<file path="config.mk">
export PLATFORM = sky130hd
export DESIGN_NAME = sac_core
export DESIGN_NICKNAME = d
export VERILOG_FILES = /design/src/core/sac_pkg.sv /design/src/core/sac_core.sv
export SDC_FILE = /design/constraint.sdc
export NUM_CORES = 1
export LEC_CHECK = 0
export ABC_AREA = 1
export ABC_CLOCK_PERIOD_IN_PS = 2130
export BUFFER_PORTS_ARGS = -buffer_cell sky130_fd_sc_hd__buf_2
export CORE_UTILIZATION = 38
export CTS_CLUSTER_SIZE = 40
export DETAILED_ROUTE_END_ITERATION = 10
export GPL_TIMING_DRIVEN = 0
export MAX_ROUTING_LAYER = met4
export SLEW_MARGIN = 40
export SYNTH_ARGS = -nofsm -noshare
export SYNTH_HDL_FRONTEND = slang
export SYNTH_SLANG_ARGS = --single-unit
</file>
<file path="constraint.sdc">
create_clock -name clk -period 2.13 [get_ports clk]
set_input_delay 0.5325 -clock clk [delete_from_list [all_inputs] [get_ports clk]]
set_output_delay 0.5325 -clock clk [all_outputs]
set_load 0.02 [all_outputs]
</file>
<file path="src/core/sac_pkg.sv">
// Shared constants and types for the successive-approximation converter control.
package sac_pkg;
   localparam int unsigned RES_BITS       = 8;
   localparam logic [7:0]  RESULT_RST     = 8'h00;
   localparam int unsigned CLK_MHZ        = 125;
   localparam int unsigned CONV_TIME_US   = 70;
   localparam int unsigned CONV_CYCLES    = CONV_TIME_US * CLK_MHZ;
   localparam int unsigned STEP_CYCLES    = CONV_CYCLES / RES_BITS;
   localparam int unsigned SETTLE_CYCLES  = 4;

   typedef enum logic [1:0] {
      SAC_IDLE,
      SAC_SAMPLE,
      SAC_STEP
   } sac_state_t;

   typedef struct packed {
      logic power_off_bit;
      logic conv_irq_enable;
   } sac_ctrl_t;
endpackage : sac_pkg

</file>
<file path="src/core/sac_core.sv">
// Sequencer for an 8-bit successive-approximation converter.
`timescale 1ns/1ps
module sac_core
   import sac_pkg::*;
(
   input  wire logic       clk,
   input  wire logic       arst_n,
   input  wire logic       ctrl_we,
   input  wire sac_ctrl_t  ctrl_wdata,
   input  wire logic       conversion_start_bit,
   input  wire logic       cmp_above,
   output logic            analog_power_en,
   output logic            sample_en,
   output logic [7:0]      dac_code,
   output logic [7:0]      result_data,
   output logic            eoc_flag,
   output logic            start_readback,
   output logic            conv_irq_enable,
   output logic            power_off_bit,
   output logic            conv_irq
);
   logic        rst_meta_r;
   logic        rst_sync_r;
   logic        cmp_meta_r;
   logic        cmp_sync_r;
   sac_state_t  state_r;
   logic [2:0]  bit_idx_r;
   logic [7:0]  sar_r;
   logic [15:0] cnt_r;
   logic        start_go;
   logic        step_done;

   localparam logic [15:0] STEP_LAST   = 16'(STEP_CYCLES - 1);
   localparam logic [15:0] SETTLE_LAST = 16'(SETTLE_CYCLES - 1);

   always_ff @(posedge clk or negedge arst_n) begin
      if (!arst_n) begin
         rst_meta_r <= 1'b0;
         rst_sync_r <= 1'b0;
      end else begin
         rst_meta_r <= 1'b1;
         rst_sync_r <= rst_meta_r;
      end
   end

   // Comparator output is analog-derived, so it is synchronised first.
   always_ff @(posedge clk or negedge rst_sync_r) begin
      if (!rst_sync_r) begin
         cmp_meta_r <= 1'b0;
         cmp_sync_r <= 1'b0;
      end else begin
         cmp_meta_r <= cmp_above;
         cmp_sync_r <= cmp_meta_r;
      end
   end

   always_ff @(posedge clk or negedge rst_sync_r) begin
      if (!rst_sync_r) begin
         power_off_bit   <= 1'b1;
         conv_irq_enable <= 1'b0;
      end else if (ctrl_we) begin
         power_off_bit   <= ctrl_wdata.power_off_bit;
         conv_irq_enable <= ctrl_wdata.conv_irq_enable;
      end
   end

   // A start while powered down is ignored; the analog core cannot convert.
   assign start_go  = conversion_start_bit && !power_off_bit;
   assign step_done = (cnt_r == STEP_LAST);

   always_ff @(posedge clk or negedge rst_sync_r) begin
      if (!rst_sync_r) begin
         state_r   <= SAC_IDLE;
         bit_idx_r <= 3'h7;
         sar_r     <= 8'h00;
         cnt_r     <= 16'h0000;
      end else if (start_go) begin
         state_r   <= SAC_SAMPLE;
         bit_idx_r <= 3'h7;
         sar_r     <= 8'h80;
         cnt_r     <= 16'h0000;
      end else if (power_off_bit) begin
         state_r <= SAC_IDLE;
         cnt_r   <= 16'h0000;
      end else begin
         unique case (state_r)
            SAC_IDLE: begin
               cnt_r <= 16'h0000;
            end
            SAC_SAMPLE: begin
               if (cnt_r == SETTLE_LAST) begin
                  state_r <= SAC_STEP;
                  cnt_r   <= 16'h0000;
               end else begin
                  cnt_r <= cnt_r + 16'h0001;
               end
            end
            SAC_STEP: begin
               if (step_done) begin
                  cnt_r <= 16'h0000;
                  // Keep the trial bit only when the input is at or above it.
                  sar_r[bit_idx_r] <= cmp_sync_r;
                  if (bit_idx_r != 3'h0) begin
                     sar_r[bit_idx_r - 3'h1] <= 1'b1;
                     bit_idx_r <= bit_idx_r - 3'h1;
                  end else begin
                     state_r <= SAC_IDLE;
                  end
               end else begin
                  cnt_r <= cnt_r + 16'h0001;
               end
            end
         endcase
      end
   end

   wire conv_last = (state_r == SAC_STEP) && step_done && (bit_idx_r == 3'h0)
                    && !start_go && !power_off_bit;

   always_ff @(posedge clk or negedge rst_sync_r) begin
      if (!rst_sync_r) begin
         result_data <= RESULT_RST;
      end else if (conv_last) begin
         result_data <= {sar_r[7:1], cmp_sync_r};
      end
   end

   always_ff @(posedge clk or negedge rst_sync_r) begin
      if (!rst_sync_r) begin
         eoc_flag <= 1'b0;
      end else if (start_go) begin
         eoc_flag <= 1'b0;
      end else if (conv_last) begin
         eoc_flag <= 1'b1;
      end
   end

   always_ff @(posedge clk or negedge rst_sync_r) begin
      if (!rst_sync_r) begin
         conv_irq <= 1'b0;
      end else begin
         // Cleared with the flag on a start write.
         conv_irq <= conv_irq_enable && !start_go && (eoc_flag || conv_last);
      end
   end

   always_ff @(posedge clk or negedge rst_sync_r) begin
      if (!rst_sync_r) begin
         analog_power_en <= 1'b0;
         sample_en       <= 1'b0;
         dac_code        <= 8'h00;
         start_readback  <= 1'b0;
      end else begin
         analog_power_en <= !(ctrl_we ? ctrl_wdata.power_off_bit : power_off_bit);
         sample_en       <= (state_r == SAC_SAMPLE);
         dac_code        <= sar_r;
         start_readback  <= 1'b0;
      end
   end
endmodule : sac_core

</file>
==> run_results.csv, run 1 <==
group,metric,value,unit
power,p_leak,1.52,nW
yosys,synth.avg_cell_area,8.06,µm²
power,power_frac_seq,0.524,
die,num_rows,30,
clock_network,post_cts_buffers,0,
yosys,yosys.area_share.simple,0.317,
routing,viasPerCell,4.79,
layout,fillers,732,
setup_path,critPathMaxFanout,10,
setup_path,end_kind,"register",
global_routing,antenna_found_initial,0,
yosys,synthXorXnorAreaFrac,0.0259,
layout,post-route-util,0.453,
setup_path,critPathMostFrequentCell,"nand2_1",
routing,first_pass_iters,4,
global_routing,track_usage,0.179,
routing,drc,0,
clock_network,max-clock-path-buffers,2,
sta,drv_slew,0,
die,coreArea,0.00683,mm²
layout,n_antenna_cell,0,
clock_network,cts_max_level,2,
setup_path,rrSetupSlack,230,ps
place,hpwlAfterDp,4290,µm
routing,dr.first_iter.drc_count,144,
setup_path,cp.depth,9,
power,swShare,0.325,
setup_path,crit_path_max_incr_delay,520,ps
min_path,hp-class,"register to asynchronous set/reset pin",
flow_run,maxCapViolCount,0,
layout,final_layout_size_suffix_gt1_frac,0.155,
layout,syn2layout_area_growth,14.3,%
power,vdd_drop_max,0.000302,V
die,die_h,86.4,µm
setup_path,crit_family,"buffers and inverters",
place,gp_congestion,0.904,
global_routing,overflow,0,
setup_path,critPathCapture,"result_data[3]$_DFFE_PN0P_",
power,switchingPower,0.717,mW
sta,grt_setup_unrepaired,"no",
clock_network,root_buffer,"clkbuf_8",
yosys,ys_warn_count,0,
sta,max_freq,528,MHz
setup_path,reg2reg_depth,9,
clock_network,clkTransAtPathRegs,100,ps
yosys,synth_fa_ha_area_frac,0.0277,
global_routing,grt_max_degree,34,
yosys,synth_top_family_by_area,"simple AND/OR/NAND/NOR gates",
routing,routedWlPerCell,12.6,µm
routing,antenna_left,0,
yosys,synth_cells,336,
setup_path,cp_cell_sequence,"buf_2, inv_1, ha_1, nand2_1, inv_1, buf_2, nand3_2, nand2_1, nand2_1",
global_routing,grt_pass1_wl,10200,µm
sta,fin_skew,7.27,ps
yosys,ys_ff_latch,55,
die,start_util,0.397,
routing,routed_wl,5930,µm
global_routing,grt_pass1_vias,2119,
routing,num_vias,2250,
power,powerDensity,713,mW/mm²
setup_path,reg2reg_to,"result_data[3]$_DFFE_PN0P_",
setup_path,cp-startpoint,"bit_idx_r[0]$_DFFE_PN1P_",
die,top_level_ports,30,
clock_network,cts_sinks,55,
setup_path,reg2reg_from,"bit_idx_r[0]$_DFFE_PN1P_",
setup_path,slowest_stage,"dfstp_2",
yosys,yosys.cell_types.count,23,
setup_path,startpoint_type,"register",
setup_path,crit_type,"register to register",
clock_network,cts-buffers-inserted,5,
place,post-place-cells,461,
layout,fin_nets,386,
sta,setup_viol,0,
place,io_buffers,28,
die,die_x,86.4,µm
yosys,syn_nets,349,
status,status,"complete, no violations",
power,p_int,1.49,mW
yosys,synth_compound_area_frac,0.0462,
setup_path,required,2380,ps
clock_network,cts_tree,"yes",
setup_path,critPathArrivalTime,2150,ps
layout,final_cells,470,
setup_path,cp_num_buf_inv,4,
yosys,synth.area.mux_share,0.00416,
power,pwr-share-comb,0.216,
sta,period_share,0.890,
yosys,seq_area_frac_synth,0.510,
die,die_area,0.00747,mm²
power,power.share.clock,0.261,
clock_network,clk-insertion-delay-late,310,ps
sta,finalHoldViolCount,0,
sta,setup_ws,234,ps
sta,min_period,1900,ps
place,dp_worst_setup_slack,215,ps
yosys,syn-cell-area,0.00271,mm²
==> how the worst min path moves through the flow <==
stage	slack, ps	to
after floorplan	240	rst_meta_r$_DFF_PN0_
after global placement	320	rst_meta_r$_DFF_PN0_
final	220	cnt_r[9]$_DFF_PN0_
after detailed placement	230	cnt_r[4]$_DFF_PN0_
after CTS	240	cnt_r[4]$_DFF_PN0_
after global routing	260	cnt_r[4]$_DFF_PN0_
==> area by class of cell <==
type / count / area (µm²) / share of cell area
Inverter: 33 / 124 / 0.0400
Tap cell: 96 / 120 / 0.0388
Buffer: 10 / 55.1 / 0.0178
Clock inverter: 2 / 12.5 / 0.00404
Sequential cell: 55 / 1390 / 0.447
Multi-Input combinational cell: 238 / 1160 / 0.373
Timing Repair Buffer: 30 / 170 / 0.0550
Clock buffer: 6 / 72.6 / 0.0234
==> power groups by stage <==
stage	combinational [mW]	sequential, mW	clock, mW
after global routing	0.537	1.17	0.643
after global placement	0.432	1.19	0
final	0.476	1.16	0.575
after floorplan	0.312	1.19	0
after detailed placement	0.454	1.18	0
after CTS	0.457	1.16	0.600
==> timing repair <==
action,4_1_cts,5_1_grt
resized for setup,0,2
hold buffers,1,0
hold endpoints to repair,2,0
setup endpoints to repair,0,3
==> cells in the mapped netlist <==
library cell  count  area (µm²)
mux2_2            1        11.3
dfrtp_1          51        1280
nand2_2           2        12.5
nand4_1          13        81.3
o21ai_0          17        85.1
ha_1              6        75.1
clkinv_1          1        3.75
nand3_2           2        20.0
buf_2             5        25.0
nor3_1           17        85.1
dfstp_2           4         105
nor2_4            1        11.3
buf_4             3        22.5
nand2_1          83         312
xor2_1            6        52.6
a21oi_1           8        40.0
buf_1             2        7.51
conb_1            2        7.51
nor2_2            2        12.5
inv_1            32         120
xnor2_1           2        17.5
nand3_1          32         160
nor2_1           44         165
==> per-layer routing <==
metal	up-vias	global-route usage	wire length [µm]
li1	1157	-	-
met1	1047	0.259	3090
met2	40	0.261	2540
met3	6	0.0267	217
met4	0	0.0545	85
met5	-	-	0
==> registers in the layout, summed over array words and instances (netlist names) <==
signal / count
analog_power_en: 1
cmp_meta_r: 1
power_off_bit: 1
eoc_flag: 1
rst_sync_r: 1
sample_en: 1
state_r: 2
conv_irq: 1
cmp_sync_r: 1
rst_meta_r: 1
bit_idx_r: 3
result_data: 8
conv_irq_enable: 1
sar_r: 8
dac_code: 8
cnt_r: 16
==> placed cells by master, fill, tap and decap left out, types with 2 or more instances in the layout <==
| master | Yosys | final |
|---|---|---|
| nand2_1 | 83 | 83 |
| dfrtp_1 | 51 | 50 |
| nor2_1 | 44 | 44 |
| buf_2 | 5 | 33 |
| inv_1 | 32 | 32 |
| nand3_1 | 32 | 32 |
| nor3_1 | 17 | 17 |
| o21ai_0 | 17 | 16 |
| nand4_1 | 13 | 13 |
| a21oi_1 | 8 | 8 |
| ha_1 | 6 | 6 |
| xor2_1 | 6 | 5 |
| clkbuf_8 | 0 | 5 |
| dfstp_2 | 4 | 4 |
| buf_4 | 3 | 3 |
| nand3_2 | 2 | 2 |
| nand2_2 | 2 | 2 |
| nor2_2 | 2 | 2 |
| xnor2_1 | 2 | 2 |
| buf_1 | 2 | 2 |
| conb_1 | 2 | 2 |
==> metrics by stage <==
| step | hold WS, ps | area [µm²] | TNS, ps | power (mW) |
|---|---|---|---|---|
| 6_report | 225 | 3100 | 0 | 2.21 |
| 5_1_grt | 256 | 3100 | 0 | 2.35 |
| 4_1_cts | 243 | 3090 | 0 | 2.21 |
| 3_5_place_dp | 232 | 2990 | 0 | 1.63 |
| 3_3_place_gp | 318 | 2970 | -8660 | 1.62 |
| 2_1_floorplan | 237 | 2710 | 0 | 1.50 |
==> cell families (layout without fill, tap and decap cells) <==
| logic type | count (synthesis) | in the layout |
|---|---|---|
| mux | 1 | 1 |
| xor+xnor | 8 | 8 |
| fa+ha+maj | 6 | 6 |
| compound gates | 25 | 25 |
| simple gates | 196 | 196 |
| buf+inv | 43 | 81 |
| flops | 55 | 55 |
| other cells | 2 | 2 |
(Power assumes the default switching activity.)
==> inputs of run 2 (changes only) <==
--- a/config.mk
+++ b/config.mk
@@ -12,7 +12,6 @@
 export CTS_CLUSTER_SIZE = 40
 export DETAILED_ROUTE_END_ITERATION = 10
 export GPL_TIMING_DRIVEN = 0
-export MAX_ROUTING_LAYER = met4
 export SLEW_MARGIN = 40
 export SYNTH_ARGS = -nofsm -noshare
 export SYNTH_HDL_FRONTEND = slang
==> constraint.sdc (replaced) <==
create_clock -name clk -period 2.13 [get_ports clk]
set_input_delay 0.5325 -clock clk [delete_from_list [all_inputs] [get_ports clk]]
set_output_delay 0.5325 -clock clk [all_outputs]
set_load 0.01 [all_outputs]
==> run 2 against run 1 <==
Routed wire length fell by 3.8%. Largest cell class unchanged. Combinational power fell by 8.0%. Largest power group unchanged. First-iteration DRC count did not move. Total power fell by 1.7%. Register-to-register slack got worse by 30 ps. Highest routed layer unchanged. Final area fell by 0.16%. Critical path type unchanged.
==> run_results.csv, run 2 (synthesized netlist as in run 1, its figures left out) <==
group,metric,value,unit
setup_path,critPathArrivalTime,2180,ps
layout,final_cell_area,0.00309,mm²
routing,antenna_left,0,
layout,final_layout_size_suffix_gt1_frac,0.155,
clock_network,cts_sinks,55,
setup_path,crit_type,"register to register",
setup_path,end_kind,"register",
global_routing,use_met2,0.246,
layout,final_cell_mix,"nand2_1, dfrtp_1, nor2_1",
setup_path,crit_path_max_incr_delay,520,ps
global_routing,busiest_layer,"met2",
layout,fin_nets,386,
routing,drc,0,
layout,fillers,704,
die,start_util,0.397,
layout,largest_reg_flops,16,
global_routing,antenna_found_initial,0,
power,vdd_drop_max,0.000295,V
setup_path,critPathMaxFanout,9,
place,hpwlAfterDp,4160,µm
flow_run,maxCapViolCount,0,
power,powerDensity,702,mW/mm²
layout,final_common_cell,"nand2_1",
layout,syn2layout_area_growth,14.1,%
clock_network,cts-buffers-inserted,5,
sta,period_share,0.906,
clock_network,cts_max_level,2,
place,gp_congestion,0.839,
die,die_h,86.4,µm
sta,finalHoldViolCount,0,
sta,max_freq,518,MHz
clock_network,root_buffer,"clkbuf_8",
global_routing,grt_pass1_vias,2090,
setup_path,reg2reg_from,"bit_idx_r[0]$_DFFE_PN1P_",
sta,fin_skew,2.90,ps
sta,finalSetupTns,0,ps
setup_path,rrSetupSlack,200,ps
routing,viasPerCell,4.77,
routing,dr.first_iter.drc_count,144,
clock_network,post_cts_buffers,0,
min_path,hp-class,"register to asynchronous set/reset pin",
global_routing,track_usage,0.165,
routing,first_pass_iters,5,
routing,routedWlPerCell,12.1,µm
sta,hold_ws,171,ps
clock_network,clk-insertion-delay-late,310,ps
global_routing,overflow,0,
layout,post-route-util,0.452,
sta,grt_setup_unrepaired,"no",
clock_network,max-clock-path-buffers,2,
routing,num_vias,2242,
global_routing,grt_util_met1,0.240,
power,p_leak,1.53,nW
die,num_rows,30,
setup_path,reg2reg_to,"bit_idx_r[0]$_DFFE_PN1P_",
sta,setup_viol,0,
die,die_area,0.00747,mm²
place,io_buffers,28,
global_routing,grt_max_degree,43,
power,power.total,2.17,mW
place,place_area,0.00299,mm²
setup_path,cp_cell_sequence,"buf_2, inv_1, ha_1, nand2_1, inv_1, o21ai_0, nand3_1, nand2_1, nand2_1",
layout,n_antenna_cell,0,
die,die_x,86.4,µm
die,top_level_ports,30,
layout,top_register,"cnt_r",
clock_network,clkTransAtPathRegs,100,ps
setup_path,startpoint_type,"register",
setup_path,required,2380,ps
sta,min_period,1930,ps
setup_path,critPathMostFrequentCell,"nand2_1",
setup_path,reg2reg_depth,9,
global_routing,grtUsageMet3,0.0314,
clock_network,post_cts_resized,0,
clock_network,cts_tree,"yes",
global_routing,grt_pass1_wl,9740,µm
status,status,"complete, no violations",
routing,routed_wl,5710,µm
die,coreArea,0.00683,mm²
setup_path,slowest_stage,"dfstp_2",
sta,drv_slew,0,
## run 2: per-stage QoR
step	std cells	worst slack [ps]
floorplan	336	476
global placement	460	-167
detailed placement	461	227
CTS	470	202
global route	470	16.7
finish	470	201
## run 2: critical path: cells and delay by family (launching register included)
kind | cells | cell delay [ps]
fa+ha+maj | 1 | 220
simple gates | 4 | 450
compound gates | 1 | 310
flops | 1 | 520
buf+inv | 3 | 380
## run 2: area by class of cell
cell class	instances	area (µm²)	share of cell area
Clock inverter	3	18.8	0.00607
Multi-Input combinational cell	238	1150	0.372
Sequential cell	55	1390	0.448
Inverter	33	124	0.0401
Tap cell	96	120	0.0389
Clock buffer	5	68.8	0.0223
Timing Repair Buffer	30	170	0.0551
Buffer	10	55.1	0.0178
## run 2: timing repair
action / 4_1_cts / 5_1_grt
endpoints found under the hold margin: 2 / 0
endpoints found under the setup margin: 0 / 0
hold buffers: 1 / 0
## run 2: worst max-delay path by stage
stage,start,to,slack (ps)
detailed placement,bit_idx_r[0]$_DFFE_PN1P_,bit_idx_r[0]$_DFFE_PN1P_,230
global placement,rst_sync_r$_DFF_PN0_,result_data[7]$_DFFE_PN0P_,-170
global route,bit_idx_r[0]$_DFFE_PN1P_,bit_idx_r[0]$_DFFE_PN1P_,20
floorplan,bit_idx_r[0]$_DFFE_PN1P_,bit_idx_r[0]$_DFFE_PN1P_,480
CTS,bit_idx_r[0]$_DFFE_PN1P_,bit_idx_r[0]$_DFFE_PN1P_,200
finish,bit_idx_r[0]$_DFFE_PN1P_,bit_idx_r[0]$_DFFE_PN1P_,200
## run 2: layer usage
layer,up-vias,share of wire
li1,1151,-
met1,1040,0.51
met2,47,0.45
met3,4,0.036
met4,0,0.0075
met5,-,0
## run 2: power by group
part	internal, mW	switching [mW]	leakage [nW]
Sequential	1.11	0.0441	0.735
Combinational	0.148	0.290	0.746
Clock	0.232	0.348	0.0483
Total	1.49	0.682	1.53
